**config.mk**
```make
export PLATFORM = sky130hd
export DESIGN_NAME = rx_threshold_demod_config
export DESIGN_NICKNAME = d
export VERILOG_FILES = /design/src/rtl/rx_cfg_pkg.sv /design/src/rtl/rx_threshold_demod_config.sv /design/src/rtl/timer_tick_gen.sv
export SDC_FILE = /design/constraint.sdc
export NUM_CORES = 1
export LEC_CHECK = 0
export BUFFER_PORTS_ARGS = -buffer_cell sky130_fd_sc_hd__clkbuf_2
export CAP_MARGIN = 10
export CORE_ASPECT_RATIO = 0.5
export CORE_MARGIN = 5
export CORE_UTILIZATION = 40
export DETAILED_ROUTE_END_ITERATION = 6
export PLACE_DENSITY = 0.74
export SYNTH_ARGS = -nofsm -noshare
export SYNTH_HDL_FRONTEND = slang
export SYNTH_SLANG_ARGS = --single-unit
```
**constraint.sdc**
```tcl
create_clock -name sys_clk -period 6.7 [get_ports sys_clk]
set_input_delay 1.005 -clock sys_clk [delete_from_list [all_inputs] [get_ports sys_clk]]
set_output_delay 1.005 -clock sys_clk [all_outputs]
set_load 0.005 [all_outputs]
```
**src/rtl/rx_cfg_pkg.sv**
```systemverilog
package rx_cfg_pkg;

  // ==========================================================
  // bus geometry
  localparam int          ADDR_W = 8;
  localparam int          DATA_W = 32;

  // register indices and byte addresses (index * 4)
  localparam logic [7:0]  THR_IDX    = 8'h18;
  localparam logic [7:0]  DEMOD_IDX  = 8'h19;
  localparam logic [7:0]  STAT_IDX   = 8'h20;
  localparam logic [7:0]  THR_ADDR   = 8'(THR_IDX * 4);
  localparam logic [7:0]  DEMOD_ADDR = 8'(DEMOD_IDX * 4);
  localparam logic [7:0]  STAT_ADDR  = 8'(STAT_IDX * 4);

  // reset values
  localparam logic [7:0]  THR_RST   = 8'h84;
  localparam logic [7:0]  DEMOD_RST = 8'h4D;

  // threshold register fields
  localparam int          MIN_LVL_HI  = 7;
  localparam int          MIN_LVL_LO  = 4;
  localparam int          THR_RSV_BIT = 3;
  localparam int          COLL_HI     = 2;
  localparam int          COLL_LO     = 0;
  localparam logic [7:0]  THR_WMASK   = 8'hF7;

  // demodulator register fields
  localparam int          CHUSE_HI   = 7;
  localparam int          CHUSE_LO   = 6;
  localparam int          FIXCH_BIT  = 5;
  localparam int          EVEN_BIT   = 4;
  localparam int          RECEIVE_TIME_CONSTANT_HI  = 3;
  localparam int          RECEIVE_TIME_CONSTANT_LO  = 2;
  localparam int          BURST_TIME_CONSTANT_HI = 1;
  localparam int          BURST_TIME_CONSTANT_LO = 0;

  // channel-use and pll time-constant encodings
  localparam logic [1:0]  CH_STRONGER = 2'h0;
  localparam logic [1:0]  CH_FREEZE   = 2'h1;
  localparam logic [1:0]  CH_COMBINE  = 2'h2;
  localparam logic [1:0]  TAU_FROZEN  = 2'h0;

  // collision ratio scale: weaker*8 compared with stronger*level
  localparam int          COLL_SHIFT = 3;
  localparam int          PRESC_W    = 12;

  // axi responses
  localparam logic [1:0]  RESP_OKAY   = 2'h0;
  localparam logic [1:0]  RESP_SLVERR = 2'h2;

  typedef enum logic {CH_FOLLOW, CH_HELD} chanState_t;

endpackage

```
**src/rtl/rx_threshold_demod_config.sv**
```systemverilog
// Operation
// - decoder input below the four-bit minimum level is not evaluated.
// - threshold bit 3 is reserved with no function.
// - collision flagged only when weaker half-bit reaches level relative to stronger.
// - threshold register at index 18h, reset value 84h.
// - channel field: 00 stronger, 01 stronger and held, 10 combine, 11 reserved.
// - channel field selection applies only while fixed-channel bit is clear.
// - fixed channel set: low bit 0 receives on I, 1 on Q.
// - secure-element serial mode forces fixed channel and reuses channel field.
// - even bit clear: timer divides carrier by twice prescaler plus one.
// - even bit set: timer divides carrier by twice prescaler plus two.
// - receive time constant sets PLL in reception; 00 freezes the PLL.
// - burst time constant in lowest bits sets PLL whenever not receiving.
// - demodulator register at index 19h, reset value 4Dh.
//
// The AXI4-Lite interface to the registers was chosen for this implementation.
`timescale 1ns/10ps
module rx_threshold_demod_config
  import rx_cfg_pkg::*;
(
  input  wire logic               sys_clk,
  input  wire logic               rstn,
  // axi4-lite write address
  input  wire logic [ADDR_W-1:0]  s_axi_awaddr,
  input  wire logic               s_axi_awvalid,
  output logic                    s_axi_awready,
  // axi4-lite write data
  input  wire logic [DATA_W-1:0]  s_axi_wdata,
  input  wire logic [3:0]         s_axi_wstrb,
  input  wire logic               s_axi_wvalid,
  output logic                    s_axi_wready,
  // axi4-lite write response
  output logic [1:0]              s_axi_bresp,
  output logic                    s_axi_bvalid,
  input  wire logic               s_axi_bready,
  // axi4-lite read address
  input  wire logic [ADDR_W-1:0]  s_axi_araddr,
  input  wire logic               s_axi_arvalid,
  output logic                    s_axi_arready,
  // axi4-lite read data
  output logic [DATA_W-1:0]       s_axi_rdata,
  output logic [1:0]              s_axi_rresp,
  output logic                    s_axi_rvalid,
  input  wire logic               s_axi_rready,
  // receiver side
  input  wire logic [3:0]         decoderStrength,
  input  wire logic [7:0]         halfBitFirst,
  input  wire logic [7:0]         halfBitSecond,
  input  wire logic               halfBitValid,
  input  wire logic [7:0]         iStrength,
  input  wire logic [7:0]         qStrength,
  input  wire logic               commActive,
  input  wire logic               secureSerialMode,
  input  wire logic               receiving,
  input  wire logic               burstPhase,
  // timer side
  input  wire logic               timerEnable,
  input  wire logic [PRESC_W-1:0] timerPrescaleValue,
  output logic                    timerTick,
  // configuration and decisions to the analog part
  output logic [3:0]              minAcceptLevel,
  output logic [2:0]              collisionLevel,
  output logic                    decoderAccept,
  output logic                    bitCollision,
  output logic                    useIChannel,
  output logic                    useQChannel,
  output logic                    combineIQ,
  output logic [1:0]              secureIfConfig,
  output logic [1:0]              pllTimeConstant,
  output logic                    pllFreeze
);

  // ==========================================================
  // helpers

  // larger of two amplitudes
  function automatic logic [7:0] maxOf(input logic [7:0] a, input logic [7:0] b);
    maxOf = (a >= b) ? a : b;
  endfunction

  // smaller of two amplitudes
  function automatic logic [7:0] minOf(input logic [7:0] a, input logic [7:0] b);
    minOf = (a >= b) ? b : a;
  endfunction

  // true when the address matches a register word
  function automatic logic hit(input logic [ADDR_W-1:0] a, input logic [7:0] regAddr);
    hit = (a == regAddr);
  endfunction

  // ==========================================================
  // register storage
  logic [7:0]        thresholdQ;
  logic [7:0]        demodQ;

  // bus handshake state
  logic              awHeldQ;
  logic              wHeldQ;
  logic [ADDR_W-1:0] awAddrQ;
  logic [7:0]        wDataQ;
  logic              wStrbQ;

  // channel hold state
  chanState_t        chanStateQ;
  logic              heldQChanQ;

  // field views
  logic [1:0]        chanField;
  logic              fixedField;
  logic              evenField;
  logic [1:0]        tauRcvField;
  logic [1:0]        tauSyncField;
  logic              fixedEff;
  logic              qStronger;
  logic              writeGo;
  logic [15:0]       weakScaled;
  logic [15:0]       strongScaled;

  assign chanField    = demodQ[CHUSE_HI:CHUSE_LO];
  assign fixedField   = demodQ[FIXCH_BIT];
  assign evenField    = demodQ[EVEN_BIT];
  assign tauRcvField  = demodQ[RECEIVE_TIME_CONSTANT_HI:RECEIVE_TIME_CONSTANT_LO];
  assign tauSyncField = demodQ[BURST_TIME_CONSTANT_HI:BURST_TIME_CONSTANT_LO];

  // secure serial mode behaves as if the fixed-channel bit were set
  assign fixedEff  = fixedField | secureSerialMode;
  assign qStronger = qStrength > iStrength;
  assign writeGo   = awHeldQ & wHeldQ & ~s_axi_bvalid;

  // collision ratio terms
  assign weakScaled   = 16'(minOf(halfBitFirst, halfBitSecond)) << COLL_SHIFT;
  assign strongScaled = 16'(maxOf(halfBitFirst, halfBitSecond)) * 16'(collisionLevel);

  // ==========================================================
  // write address channel
  always_ff @(posedge sys_clk or negedge rstn) begin
    if (!rstn) begin
      awHeldQ       <= 1'b0;
      awAddrQ       <= '0;
      s_axi_awready <= 1'b1;
    end else if (s_axi_awvalid && s_axi_awready) begin
      awHeldQ       <= 1'b1;
      awAddrQ       <= s_axi_awaddr;
      s_axi_awready <= 1'b0;
    end else if (s_axi_bvalid && s_axi_bready) begin
      awHeldQ       <= 1'b0;
      s_axi_awready <= 1'b1;
    end
  end

  // write data channel, only byte lane 0 carries register data
  always_ff @(posedge sys_clk or negedge rstn) begin
    if (!rstn) begin
      wHeldQ       <= 1'b0;
      wDataQ       <= '0;
      wStrbQ       <= 1'b0;
      s_axi_wready <= 1'b1;
    end else if (s_axi_wvalid && s_axi_wready) begin
      wHeldQ       <= 1'b1;
      wDataQ       <= s_axi_wdata[7:0];
      wStrbQ       <= s_axi_wstrb[0];
      s_axi_wready <= 1'b0;
    end else if (s_axi_bvalid && s_axi_bready) begin
      wHeldQ       <= 1'b0;
      s_axi_wready <= 1'b1;
    end
  end

  // write response once both address and data are held
  always_ff @(posedge sys_clk or negedge rstn) begin
    if (!rstn) begin
      s_axi_bvalid <= 1'b0;
      s_axi_bresp  <= RESP_OKAY;
    end else if (writeGo) begin
      s_axi_bvalid <= 1'b1;
      if (hit(awAddrQ, THR_ADDR) || hit(awAddrQ, DEMOD_ADDR) || hit(awAddrQ, STAT_ADDR)) begin
        s_axi_bresp <= RESP_OKAY;
      end else begin
        s_axi_bresp <= RESP_SLVERR;
      end
    end else if (s_axi_bvalid && s_axi_bready) begin
      s_axi_bvalid <= 1'b0;
    end
  end

  // ==========================================================
  // configuration registers
  always_ff @(posedge sys_clk or negedge rstn) begin
    if (!rstn) begin
      thresholdQ <= THR_RST;
      demodQ     <= DEMOD_RST;
    end else if (writeGo && wStrbQ) begin
      if (hit(awAddrQ, THR_ADDR)) begin
        thresholdQ <= wDataQ & THR_WMASK;
      end
      if (hit(awAddrQ, DEMOD_ADDR)) begin
        demodQ <= wDataQ;
      end
    end
  end

  // ==========================================================
  // read channel, unused bits read zero
  always_ff @(posedge sys_clk or negedge rstn) begin
    if (!rstn) begin
      s_axi_arready <= 1'b1;
      s_axi_rvalid  <= 1'b0;
      s_axi_rdata   <= '0;
      s_axi_rresp   <= RESP_OKAY;
    end else if (s_axi_arvalid && s_axi_arready) begin
      s_axi_arready <= 1'b0;
      s_axi_rvalid  <= 1'b1;
      s_axi_rresp   <= RESP_OKAY;
      if (hit(s_axi_araddr, THR_ADDR)) begin
        s_axi_rdata <= {24'h000000, thresholdQ & THR_WMASK};
      end else if (hit(s_axi_araddr, DEMOD_ADDR)) begin
        s_axi_rdata <= {24'h000000, demodQ};
      end else if (hit(s_axi_araddr, STAT_ADDR)) begin
        s_axi_rdata <= {24'h000000, pllFreeze, bitCollision, decoderAccept,
                        combineIQ, useQChannel, useIChannel, heldQChanQ,
                        chanStateQ == CH_HELD};
      end else begin
        s_axi_rdata <= '0;
        s_axi_rresp <= RESP_SLVERR;
      end
    end else if (s_axi_rvalid && s_axi_rready) begin
      s_axi_rvalid  <= 1'b0;
      s_axi_arready <= 1'b1;
    end
  end

  // ==========================================================
  // threshold fields to the decoder
  always_ff @(posedge sys_clk or negedge rstn) begin
    if (!rstn) begin
      minAcceptLevel <= THR_RST[MIN_LVL_HI:MIN_LVL_LO];
      collisionLevel <= THR_RST[COLL_HI:COLL_LO];
    end else begin
      minAcceptLevel <= thresholdQ[MIN_LVL_HI:MIN_LVL_LO];
      collisionLevel <= thresholdQ[COLL_HI:COLL_LO];
    end
  end

  // acceptance gate and collision detection
  always_ff @(posedge sys_clk or negedge rstn) begin
    if (!rstn) begin
      decoderAccept <= 1'b0;
      bitCollision  <= 1'b0;
    end else begin
      decoderAccept <= decoderStrength >= minAcceptLevel;
      bitCollision  <= halfBitValid && (decoderStrength >= minAcceptLevel)
                       && (weakScaled >= strongScaled);
    end
  end

  // ==========================================================
  // channel choice hold for the frozen selection mode
  always_ff @(posedge sys_clk or negedge rstn) begin
    if (!rstn) begin
      chanStateQ <= CH_FOLLOW;
      heldQChanQ <= 1'b0;
    end else begin
      case (chanStateQ)
        CH_FOLLOW: begin
          if (commActive && !fixedEff && chanField == CH_FREEZE) begin
            chanStateQ <= CH_HELD;
            heldQChanQ <= qStronger;
          end
        end
        CH_HELD: begin
          if (!commActive || fixedEff || chanField != CH_FREEZE) begin
            chanStateQ <= CH_FOLLOW;
          end
        end
        default: begin
          chanStateQ <= CH_FOLLOW;
        end
      endcase
    end
  end

  // channel steering outputs
  always_ff @(posedge sys_clk or negedge rstn) begin
    if (!rstn) begin
      useIChannel    <= 1'b1;
      useQChannel    <= 1'b0;
      combineIQ      <= 1'b0;
      secureIfConfig <= 2'h0;
    end else begin
      secureIfConfig <= secureSerialMode ? chanField : 2'h0;
      if (fixedEff) begin
        useIChannel <= ~chanField[0];
        useQChannel <= chanField[0];
        combineIQ   <= 1'b0;
      end else begin
        // field honoured only with the fixed bit clear
        case (chanField)
          CH_STRONGER: begin
            useIChannel <= ~qStronger;
            useQChannel <= qStronger;
            combineIQ   <= 1'b0;
          end
          CH_FREEZE: begin
            if (chanStateQ == CH_HELD) begin
              useIChannel <= ~heldQChanQ;
              useQChannel <= heldQChanQ;
            end else begin
              useIChannel <= ~qStronger;
              useQChannel <= qStronger;
            end
            combineIQ <= 1'b0;
          end
          CH_COMBINE: begin
            useIChannel <= 1'b1;
            useQChannel <= 1'b1;
            combineIQ   <= 1'b1;
          end
          default: begin
            // reserved code keeps the stronger channel
            useIChannel <= ~qStronger;
            useQChannel <= qStronger;
            combineIQ   <= 1'b0;
          end
        endcase
      end
    end
  end

  // ==========================================================
  // pll time constant by phase
  always_ff @(posedge sys_clk or negedge rstn) begin
    if (!rstn) begin
      pllTimeConstant <= DEMOD_RST[BURST_TIME_CONSTANT_HI:BURST_TIME_CONSTANT_LO];
      pllFreeze       <= 1'b0;
    end else if (receiving) begin
      pllTimeConstant <= tauRcvField;
      pllFreeze       <= tauRcvField == TAU_FROZEN;
    end else begin
      pllTimeConstant <= tauSyncField;
      pllFreeze       <= 1'b0;
    end
  end

  // ==========================================================
  // timer prescaler, sys_clk stands in for the carrier clock
  timer_tick_gen prescaler (
    .sys_clk       (sys_clk),
    .rstn          (rstn),
    .enable        (timerEnable),
    .evenPrescale  (evenField),
    .prescaleValue (timerPrescaleValue),
    .tick          (timerTick)
  );

endmodule

```
**src/rtl/timer_tick_gen.sv**
```systemverilog
`timescale 1ns/10ps
module timer_tick_gen
  import rx_cfg_pkg::*;
(
  input  wire logic               sys_clk,
  input  wire logic               rstn,
  input  wire logic               enable,
  input  wire logic               evenPrescale,
  input  wire logic [PRESC_W-1:0] prescaleValue,
  output logic                    tick
);

  // ==========================================================
  // divisor arithmetic
  // divisor is 2*P+1 when odd form, 2*P+2 when even form
  function automatic logic [PRESC_W+1:0] lastCount(
    input logic               even,
    input logic [PRESC_W-1:0] p
  );
    logic [PRESC_W+1:0] div;
    div = {1'b0, p, 1'b0} + (even ? (PRESC_W+2)'(2) : (PRESC_W+2)'(1));
    lastCount = div - (PRESC_W+2)'(1);
  endfunction

  logic [PRESC_W+1:0] cntQ;

  // ==========================================================
  // counter wraps at the terminal count, one tick per period
  always_ff @(posedge sys_clk or negedge rstn) begin
    if (!rstn) begin
      cntQ <= '0;
      tick <= 1'b0;
    end else if (!enable) begin
      cntQ <= '0;
      tick <= 1'b0;
    end else if (cntQ >= lastCount(evenPrescale, prescaleValue)) begin
      cntQ <= '0;
      tick <= 1'b1;
    end else begin
      cntQ <= cntQ + (PRESC_W+2)'(1);
      tick <= 1'b0;
    end
  end

endmodule

```
==> impl_metrics.ini, run 1 <==
[critical_path]
cp.arrival_ps = 5880
worst_setup_path_end_kind = flip-flop
cp_max_fo = 24
crit_type = in -> reg
start_kind = primary input
reg2reg_slack_ps = 2670
required_ps = 6920

[routing]
wl_per_cell_um = 13.4
vias = 4462
dr.pass1.iters = 4
met2WireLength_um = 6330
ant_nets = 0
drc = 0
route.met3.wl_um = 444
routed_via_density = 4.89
drt-initial-drc-count = 160
drt-met1-wl_um = 5390
top_layer_used = met4
drt-total-wl_um = 12300

[synthesis]
ys_seq_area_frac = 0.358
synth_top_family_by_area = adder cells
synth-simple-area-share = 0.142
yosys.area.top_type = dfrtp_1
synth_cell_type_count = 55
async_flop_share = 1.00
synthTopCellsByCount = 70 x dfrtp_1, 69 x ha_1, 53 x inv_1
synthTopCellsByArea = dfrtp_1 30%, ha_1 15%, mux2_2 8.1%
synth_mux_area_frac = 0.0997
synth_edf_count = 0
ys.flop_type = dfrtp_1
netlist.area_leader.share = 0.300
synth_fa_ha_area_frac = 0.172
ys_seq_elements = 83
yosys_warnings = 0
syn_area_per_cell_um2 = 9.93
synth.most_common_cell = dfrtp_1
syn_area_mm2 = 0.00585
synthXorXnorAreaFrac = 0.0434
synth_compound_area_frac = 0.112
syn_inst = 589

[sta]
worst_slew_pin_slew_ps = 1030
slew_headroom = 0.311
fin_crit_ps = 5660
min_period_over_period = 0.845
rsz0062_at_grt = false
final.setup.tns_ps = 0
layout_setup_ws_ps = 1040
fmax_mhz = 177
hold_viol_final = 0
clock-skew-final_ps = 7.81
slew_violations = 0
setup_viol = 0

[placed_design]
postPlaceCellArea_mm2 = 0.00655
port_buffers = 117
pre_cts_ws_ps = 702
gp_congestion = 0.833
dp_hpwl_um = 10100

[finish]
syn_to_final_growth_pct = 17.2
antenna_cells = 0
finalInstanceArea_mm2 = 0.00686
n_fill_cell = 1357
regArea_mm2 = 0.00209
nets = 899
multi_input_area_mm2 = 0.00343
drive_gt1_frac = 0.269

[clock_network]
h-tree-depth = 3
clk_pin_slew_ps = 60
cts_root_buf = clkbuf_16
postCtsSetupBuffers = 0
clock-sinks = 83
holdBufCountCts = 0
clock_latency_ps = 330
cts_tree = yes
post_cts_resized = 0
numCtsBuffers = 9
cts_max_path_buffers = 2

[global_route]
grt.total_usage = 0.142
antenna_found_initial = 0
grt_pass1_wl_um = 20200
grt_pass1_vias = 4421
grt.overflow.total = 0
grt_max_degree = 84

[floorplanning]
die_y_um = 95.5
core_mm2 = 0.0144
io_pins = 172
initial_utilization = 0.406
die_width_um = 181
rows = 31
die_area_mm2 = 0.0173

[worst_hold_path]
min_path_type = reg -> reg

[power_and_ir_drop]
power.leakage_nw = 3.49
power.total_mw = 1.52
power_density_mw_per_mm2 = 222
max-vdd-ir-drop_uv = 163

[job]
maxCapViolations = 0

[status]
status = complete, no violations
==> report_power, final <==
part / switching [mW] / leakage, nW / internal, mW
sequential: 0.0666 / 1.05 / 0.598
clock: 0.201 / 0.142 / 0.291
combinational: 0.178 / 2.30 / 0.185
==> metal layers <==
metal  vias to the layer above  GRT usage
li1                       2241          -
met1                      2144      0.164
met2                        71      0.272
met3                         6     0.0282
met4                         0     0.0368
met5                         -          0
==> cells by family after synthesis <==
family,count (synthesis)
AOI/OAI and AO/OA,102
xor gates and xnor gates,29
adders and majority gates,76
buffers and inverters,85
DFF,83
muxes,53
other,1
and+or+nand+nor,160
==> worst max-delay path: stages <==
cell	delay (ps)
clkbuf_2	90
inv_1	50
ha_1	320
nand4_1	140
o31ai_4	830
mux2i_1	430
nor2b_1	120
fa_1	460
ha_1	290
a21o_1	180
a21oi_1	210
o21ai_0	160
o41ai_1	340
xor2_1	190
ha_1	260
o21a_1	190
a2111o_1	390
and4b_1	220
==> final timing paths <==
kind	startpoint	to	cells past startpoint
worst max-delay path	halfBitSecond[6]	bitCollision	18
worst min-delay path	thresholdQ[7]	minAcceptLevel[3]	0
worst max register to register	demodQ[4]	prescaler.cntQ[3]	15
worst min register to register	thresholdQ[7]	minAcceptLevel[3]	0
max in group asynchronous	rstn	s_axi_rvalid	1
min in group asynchronous	rstn	s_axi_bvalid	1
==> cell usage in the layout, fill, tap and decap left out, drive strengths merged, types with 4 or more instances in the layout <==
cell type  netlist  layout
fa               7       7
nand4            9       9
a21o            11      11
nand2           35      35
inv             53      55
a21oi           35      35
mux2            42      42
ha              69      69
nand3            6       6
mux2i           11      11
a211oi           5       5
xor2            18      18
dfstp           13      13
dfrtp           70      70
xnor2           11      11
clkbuf           1     125
conb             1      26
nor2            47      47
and2             6       6
nor2b           17      17
nand2b          10      10
o21a             4       4
nor3             9       9
o21ai           28      28
and3             5       5
==> sequential cells by signal, indices dropped and copies added (netlist names), 2 cells and up <==
| register | cells |
|---|---|
| prescaler.cntQ | 14 |
| secureIfConfig | 2 |
| minAcceptLevel | 4 |
| wDataQ | 8 |
| collisionLevel | 3 |
| demodQ | 8 |
| s_axi_rdata | 8 |
| awAddrQ | 8 |
| thresholdQ | 7 |
| pllTimeConstant | 2 |
==> metrics by stage <==
step,std cells,hold slack [ps],utilization
after floorplan,614,359,-
after global routing,913,388,0.476
after detailed placement,897,369,0.455
final,913,376,0.476
after CTS,913,376,0.476
after global placement,897,367,0.455
==> final cells by class <==
cell class                      count  area share
Timing Repair Buffer              117      0.0858
Clock inverter                      7      0.0111
Multi-Input combinational cell    446       0.500
Tap cell                          198      0.0361
Clock buffer                        9      0.0329
Sequential cell                    83       0.305
Inverter                           53      0.0290
No activity file was read; power rests on OpenSTA's default activity.
==> run 2, diff against run 1 <==
Settings changed: PLACE_DENSITY 0.74 to 0.77.
Clock period 6.7 ns to 4.6 ns, I/O delays scaled along.
==> run 2 against run 1 <==
Total power grew 54%. Non-clock buffer count grew 32. Die area is the same. Clock skew shrank 0.76 ps. Hold slack gained 14 ps. Clock-buffer cell count grew 2. Setup slack lost 1200 ps. Core utilization grew 3.2 points. The run now ends with setup timing left. Sequential share of layout area shrank 1.9 points. Via count grew 4.3%. Flip-flop and latch count is the same. Routed wire length grew 4.5%. Critical path type unchanged.
==> impl_metrics.ini, run 2 (same netlist as run 1, synthesis figures left out) <==
[worst_hold_path]
whs_path_depth = 0
holdPathEnd = minAcceptLevel[3]
min_path_type = reg -> reg
min-delay-start = thresholdQ[7]

[routing]
drt-initial-drc-count = 179
wl_per_cell_um = 13.5
dr.pass1.iters = 4
routed_via_density = 4.93
vias = 4655
drc = 0
drt-total-wl_um = 12800
ant_nets = 0

[sta]
min_period_over_period = 1.03
worst_slew_pin_slew_ps = 1040
clock-skew-final_ps = 7.05
whs_ps = 389
fin_crit_ps = 4750
layout_setup_ws_ps = -150
setup_viol = 1
fmax_mhz = 211
hold_viol_final = 0
rsz0062_at_grt = true
slew_violations = 0
slew_headroom = 0.309

[finish]
largest_register_ffs = 14
drive_gt1_frac = 0.333
largest_register = prescaler.cntQ
final_common_cell = clkbuf_2
syn_to_final_growth_pct = 25.2
antenna_cells = 0
stdcell_count = 945
mostFrequentLayoutCells = 114 x clkbuf_2, 70 x dfrtp_1, 63 x ha_1, 50 x inv_1
post-route-util = 0.509
n_fill_cell = 1311
finalInstanceArea_mm2 = 0.00732
nets = 931

[floorplanning]
die_width_um = 181
initial_utilization = 0.406
core_mm2 = 0.0144
die_area_mm2 = 0.0173
io_pins = 172
die_y_um = 95.5
rows = 31

[critical_path]
reg2reg_slack_ps = 550
timing.rr.end = prescaler.cntQ[5]
cp.arrival_ps = 4960
cpPeakStageDelay_ps = 530
cpMostUsedCell = o21ai_1
crit_buf_inv = 5
r2r_start = demodQ[4]
start_kind = primary input
crit_type = in -> reg
crit_chain = buf_8, inv_6, ha_4, nand2b_4, a2111oi_4, o31ai_4, buf_4, buf_4, nor2_2, a21oi_4, nand2b_1, fa_1, inv_1, ha_1, o21ai_1, nand2b_1, a21o_1, a21o_1, xnor2_1, ha_1, o21ai_1, o21ai_1, a2111o_1, and4b_1
r2r_cells = 15
crit_family = compound AO/OA/AOI/OAI gates
cp_max_fo = 4
slowest_stage = fa_1
worst_setup_path_end_kind = flip-flop
required_ps = 4810

[clock_network]
clock-sinks = 83
numCtsBuffers = 9
holdBufCountCts = 0
cts_tree = yes
h-tree-depth = 3
cts_root_buf = clkbuf_16
clock_latency_ps = 330
clk_pin_slew_ps = 60
cts_max_path_buffers = 2

[global_route]
grt_pass1_wl_um = 21400
grt.total_usage = 0.148
grt.overflow.total = 0
antenna_found_initial = 0
grt_pass1_vias = 4672
grt_max_degree = 84

[placed_design]
port_buffers = 117
dp_hpwl_um = 10400
gp_congestion = 0.867
postPlaceCellArea_mm2 = 0.00688
placedCellCount = 926

[power_and_ir_drop]
power.total_mw = 2.34
max-vdd-ir-drop_uv = 174
power_density_mw_per_mm2 = 319
power.leakage_nw = 3.69

[job]
maxCapViolations = 0

[status]
status = complete, but fails checks
violations = setup timing
[run 2: cell types whose count changed in the layout (fill, tap and decap cells not counted), sizes merged]
cell    delta
buf       +34
clkinv     -2
inv        -1
bufinv     +1
[run 2: repair_timing]
item,4_1_cts,5_1_grt
gates cloned,0,0
endpoints found under the setup margin,1,1
buffers inserted,1,3
pin swaps,9,19
gates resized for setup,4,19
[run 2: area by class of cell]
cell class	instances	area, um^2	area share
clock buffer	11	243	0.0332
clock inverter	5	85.1	0.0116
inverter	53	208	0.0284
multi-input combinational	446	3590	0.490
sequential	83	2090	0.286
tap	198	248	0.0338
timing repair buffer	149	856	0.117
[run 2: power by group]
group | switching, mW | total, mW | leakage, nW | internal [mW]
sequential | 0.0944 | 0.966 | 1.05 | 0.871
combinational | 0.281 | 0.595 | 2.48 | 0.314
clock | 0.282 | 0.776 | 0.157 | 0.494
total | 0.658 | 2.34 | 3.69 | 1.68
[run 2: worst max path at each step]
stage,cells after the start,endpoint,startpoint,slack [ps]
global placement,25,bitCollision,halfBitFirst[0],-410
CTS,24,bitCollision,halfBitSecond[1],-120
global route,24,bitCollision,halfBitFirst[0],-400
detailed placement,25,bitCollision,halfBitFirst[0],-470
finish,24,bitCollision,halfBitFirst[0],-150
floorplan,21,bitCollision,halfBitSecond[1],-70
[run 2: metrics by stage]
stage / setup TNS [ps] / setup WS (ps)
floorplan: -69.6 / -69.6
global placement: -414 / -414
detailed placement: -474 / -474
CTS: -120 / -120
global route: -396 / -396
finish: -150 / -150
[run 2: per-layer routing]
layer | track usage | share of wire | vias to the layer above
li1 | - | - | 2308
met1 | 0.174 | 0.42 | 2227
met2 | 0.276 | 0.52 | 96
met3 | 0.0301 | 0.040 | 24
met4 | 0.0512 | 0.023 | 0
met5 | 0 | 0 | -
[run 2: worst reg2reg max path: stages (launching register included)]
cell,delay [ps]
dfrtp_1,450
inv_1,80
ha_1,230
inv_1,60
ha_1,230
o21ai_1,250
a211oi_1,160
a21o_1,190
a2111oi_0,380
nor3_1,130
xnor2_1,150
ha_1,190
or4_1,510
a211oi_1,310
o21ai_1,410
nor2_1,220
==> run 3, diff against run 2 <==
Settings changed: CORE_UTILIZATION 40 to 48, PLACE_DENSITY 0.77 to 0.88.
==> run 3 against run 2 <==
The run still ends with setup timing left. Via count increased by 1.6%. Die area fell by 15%. Hold slack worse by 1.1 ps. Global-route usage rose by 2.8 points. Register-to-register slack got worse by 30 ps. Clock skew rose by 2.8 ps. Setup slack better by 15 ps. Critical endpoint unchanged. Largest power group unchanged.
==> impl_metrics.ini, run 3 (same netlist as run 1, synthesis figures left out) <==
[finish]
largest_register = prescaler.cntQ
largest_register_ffs = 14
post-route-util = 0.629
final_common_cell = clkbuf_2
stdcell_count = 923
drive_gt1_frac = 0.367
finalInstanceArea_mm2 = 0.00747
mostFrequentLayoutCells = 106 x clkbuf_2, 70 x dfrtp_1, 57 x ha_1, 44 x inv_1
nets = 942
syn_to_final_growth_pct = 27.8
antenna_cells = 0

[critical_path]
cpPeakStageDelay_ps = 530
cpMostUsedCell = buf_6
startpoint = halfBitFirst[0]
timing.rr.end = prescaler.cntQ[2]
crit_chain = buf_6, inv_4, ha_4, nand2b_4, a2111oi_4, o31ai_4, buf_6, buf_6, nor2_1, a21oi_2, nand2b_1, fa_1, inv_1, ha_1, o21ai_1, nand2b_1, a21o_1, a21o_1, xnor2_2, ha_1, o21ai_2, o21ai_1, a2111o_1, and4b_1
required_ps = 4810
start_kind = primary input
cp.arrival_ps = 4950
reg2reg_slack_ps = 520
crit_buf_inv = 5
r2r_start = demodQ[4]
crit_family = compound AO/OA/AOI/OAI gates
cp_max_fo = 6
slowest_stage = fa_1
worst_setup_path_end_kind = flip-flop
r2r_cells = 15
crit_type = in -> reg

[status]
violations = setup timing
status = complete, but fails checks

[sta]
setup_viol = 1
slew_violations = 0
slew_headroom = 0.318
rsz0062_at_grt = true
clock-skew-final_ps = 9.87
min_period_over_period = 1.03
fin_crit_ps = 4730
hold_viol_final = 0
layout_setup_ws_ps = -135
fmax_mhz = 211
worst_slew_pin_slew_ps = 1020

[floorplanning]
die_width_um = 166
core_mm2 = 0.0119
io_pins = 172
die_y_um = 88.1
rows = 28
die_area_mm2 = 0.0146
initial_utilization = 0.492

[clock_network]
clock_latency_ps = 330
cts_tree = yes
holdBufCountCts = 0
cts_max_path_buffers = 2
numCtsBuffers = 9
cts_root_buf = clkbuf_16
clock-sinks = 83
h-tree-depth = 3
clk_pin_slew_ps = 60

[power_and_ir_drop]
power.internal_mw = 1.60
power_density_mw_per_mm2 = 303
power.total_mw = 2.27
pwr-share-seq = 0.426
switching_power_mw = 0.663
clkPwrFrac = 0.293
max-vdd-ir-drop_uv = 207
switching_share = 0.292
pwr-share-comb = 0.281
power.leakage_nw = 3.73

[placed_design]
placedCellCount = 894
gp_congestion = 0.845
postPlaceCellArea_mm2 = 0.00685
port_buffers = 117
dp_hpwl_um = 10300

[global_route]
grt_max_degree = 84
grt.total_usage = 0.176
grt.overflow.total = 0
grt_pass1_wl_um = 21300
antenna_found_initial = 0
grt_pass1_vias = 4711

[routing]
drt-total-wl_um = 13400
dr.pass1.iters = 5
routed_via_density = 5.12
drc = 0
drt-initial-drc-count = 153
ant_nets = 0
wl_per_cell_um = 14.5
vias = 4729

[worst_hold_path]
min-delay-start = thresholdQ[7]
min_path_type = reg -> reg
holdPathEnd = minAcceptLevel[3]
whs_path_depth = 0

[job]
maxCapViolations = 0
==> run 3: layout make-up <==
class	count	area, um^2
Clock inverter	4	25.0
Sequential cell	83	2090
Fill cell	943	4400
Tap cell	165	206
Timing Repair Buffer	160	985
Multi-Input combinational cell	446	3700
Inverter	53	208
Clock buffer	12	256
==> run 3: worst max-delay path by stage <==
stage / endpoint / slack [ps] / cells past startpoint
2_1_floorplan: bitCollision / -70 / 21
3_3_place_gp: bitCollision / -380 / 24
3_5_place_dp: bitCollision / -470 / 22
4_1_cts: bitCollision / -130 / 23
5_1_grt: bitCollision / -350 / 25
6_report: bitCollision / -130 / 24
==> run 3: power by group through the flow <==
stage                     combinational [mW]  sequential [mW]  clock [mW]
after floorplan                        0.399            0.950           0
after global placement                 0.553            0.969           0
after detailed placement               0.580            0.980           0
after CTS                              0.596            0.967       0.680
after global routing                   0.711            0.980       0.713
final                                  0.636            0.967       0.664
==> run 3: metal layers <==
layer / part of all wire / global-route usage
met1: 0.41 / 0.207
met2: 0.54 / 0.339
met3: 0.040 / 0.0338
met4: 0.0095 / 0.0389
met5: 0 / 0
==> run 3: worst register-to-register path, delay by kind of cell, from the launching register on <==
family	cells	cell delay (ps)
adder cells (fa/ha/maj)	3	660
buffers and inverters	2	160
AO/OA/AOI/OAI	6	1720
flip-flops	1	450
AND/OR/NAND/NOR	3	880
XOR/XNOR	1	140
==> run 3: timing repair <==
item                       4_1_cts  5_1_grt
pin swaps                       17       25
gates cloned                     0        1
hold endpoints to repair         0        0
gates resized for setup          7       50
setup buffers                    6        7
setup endpoints to repair        1        1
==> run 3: metrics by stage <==
stage / hold slack, ps / setup slack (ps) / TNS, ps
2_1_floorplan: 359 / -69.6 / -69.6
3_3_place_gp: 380 / -382 / -382
3_5_place_dp: 377 / -468 / -468
4_1_cts: 389 / -129 / -129
5_1_grt: 396 / -351 / -351
6_report: 388 / -135 / -135
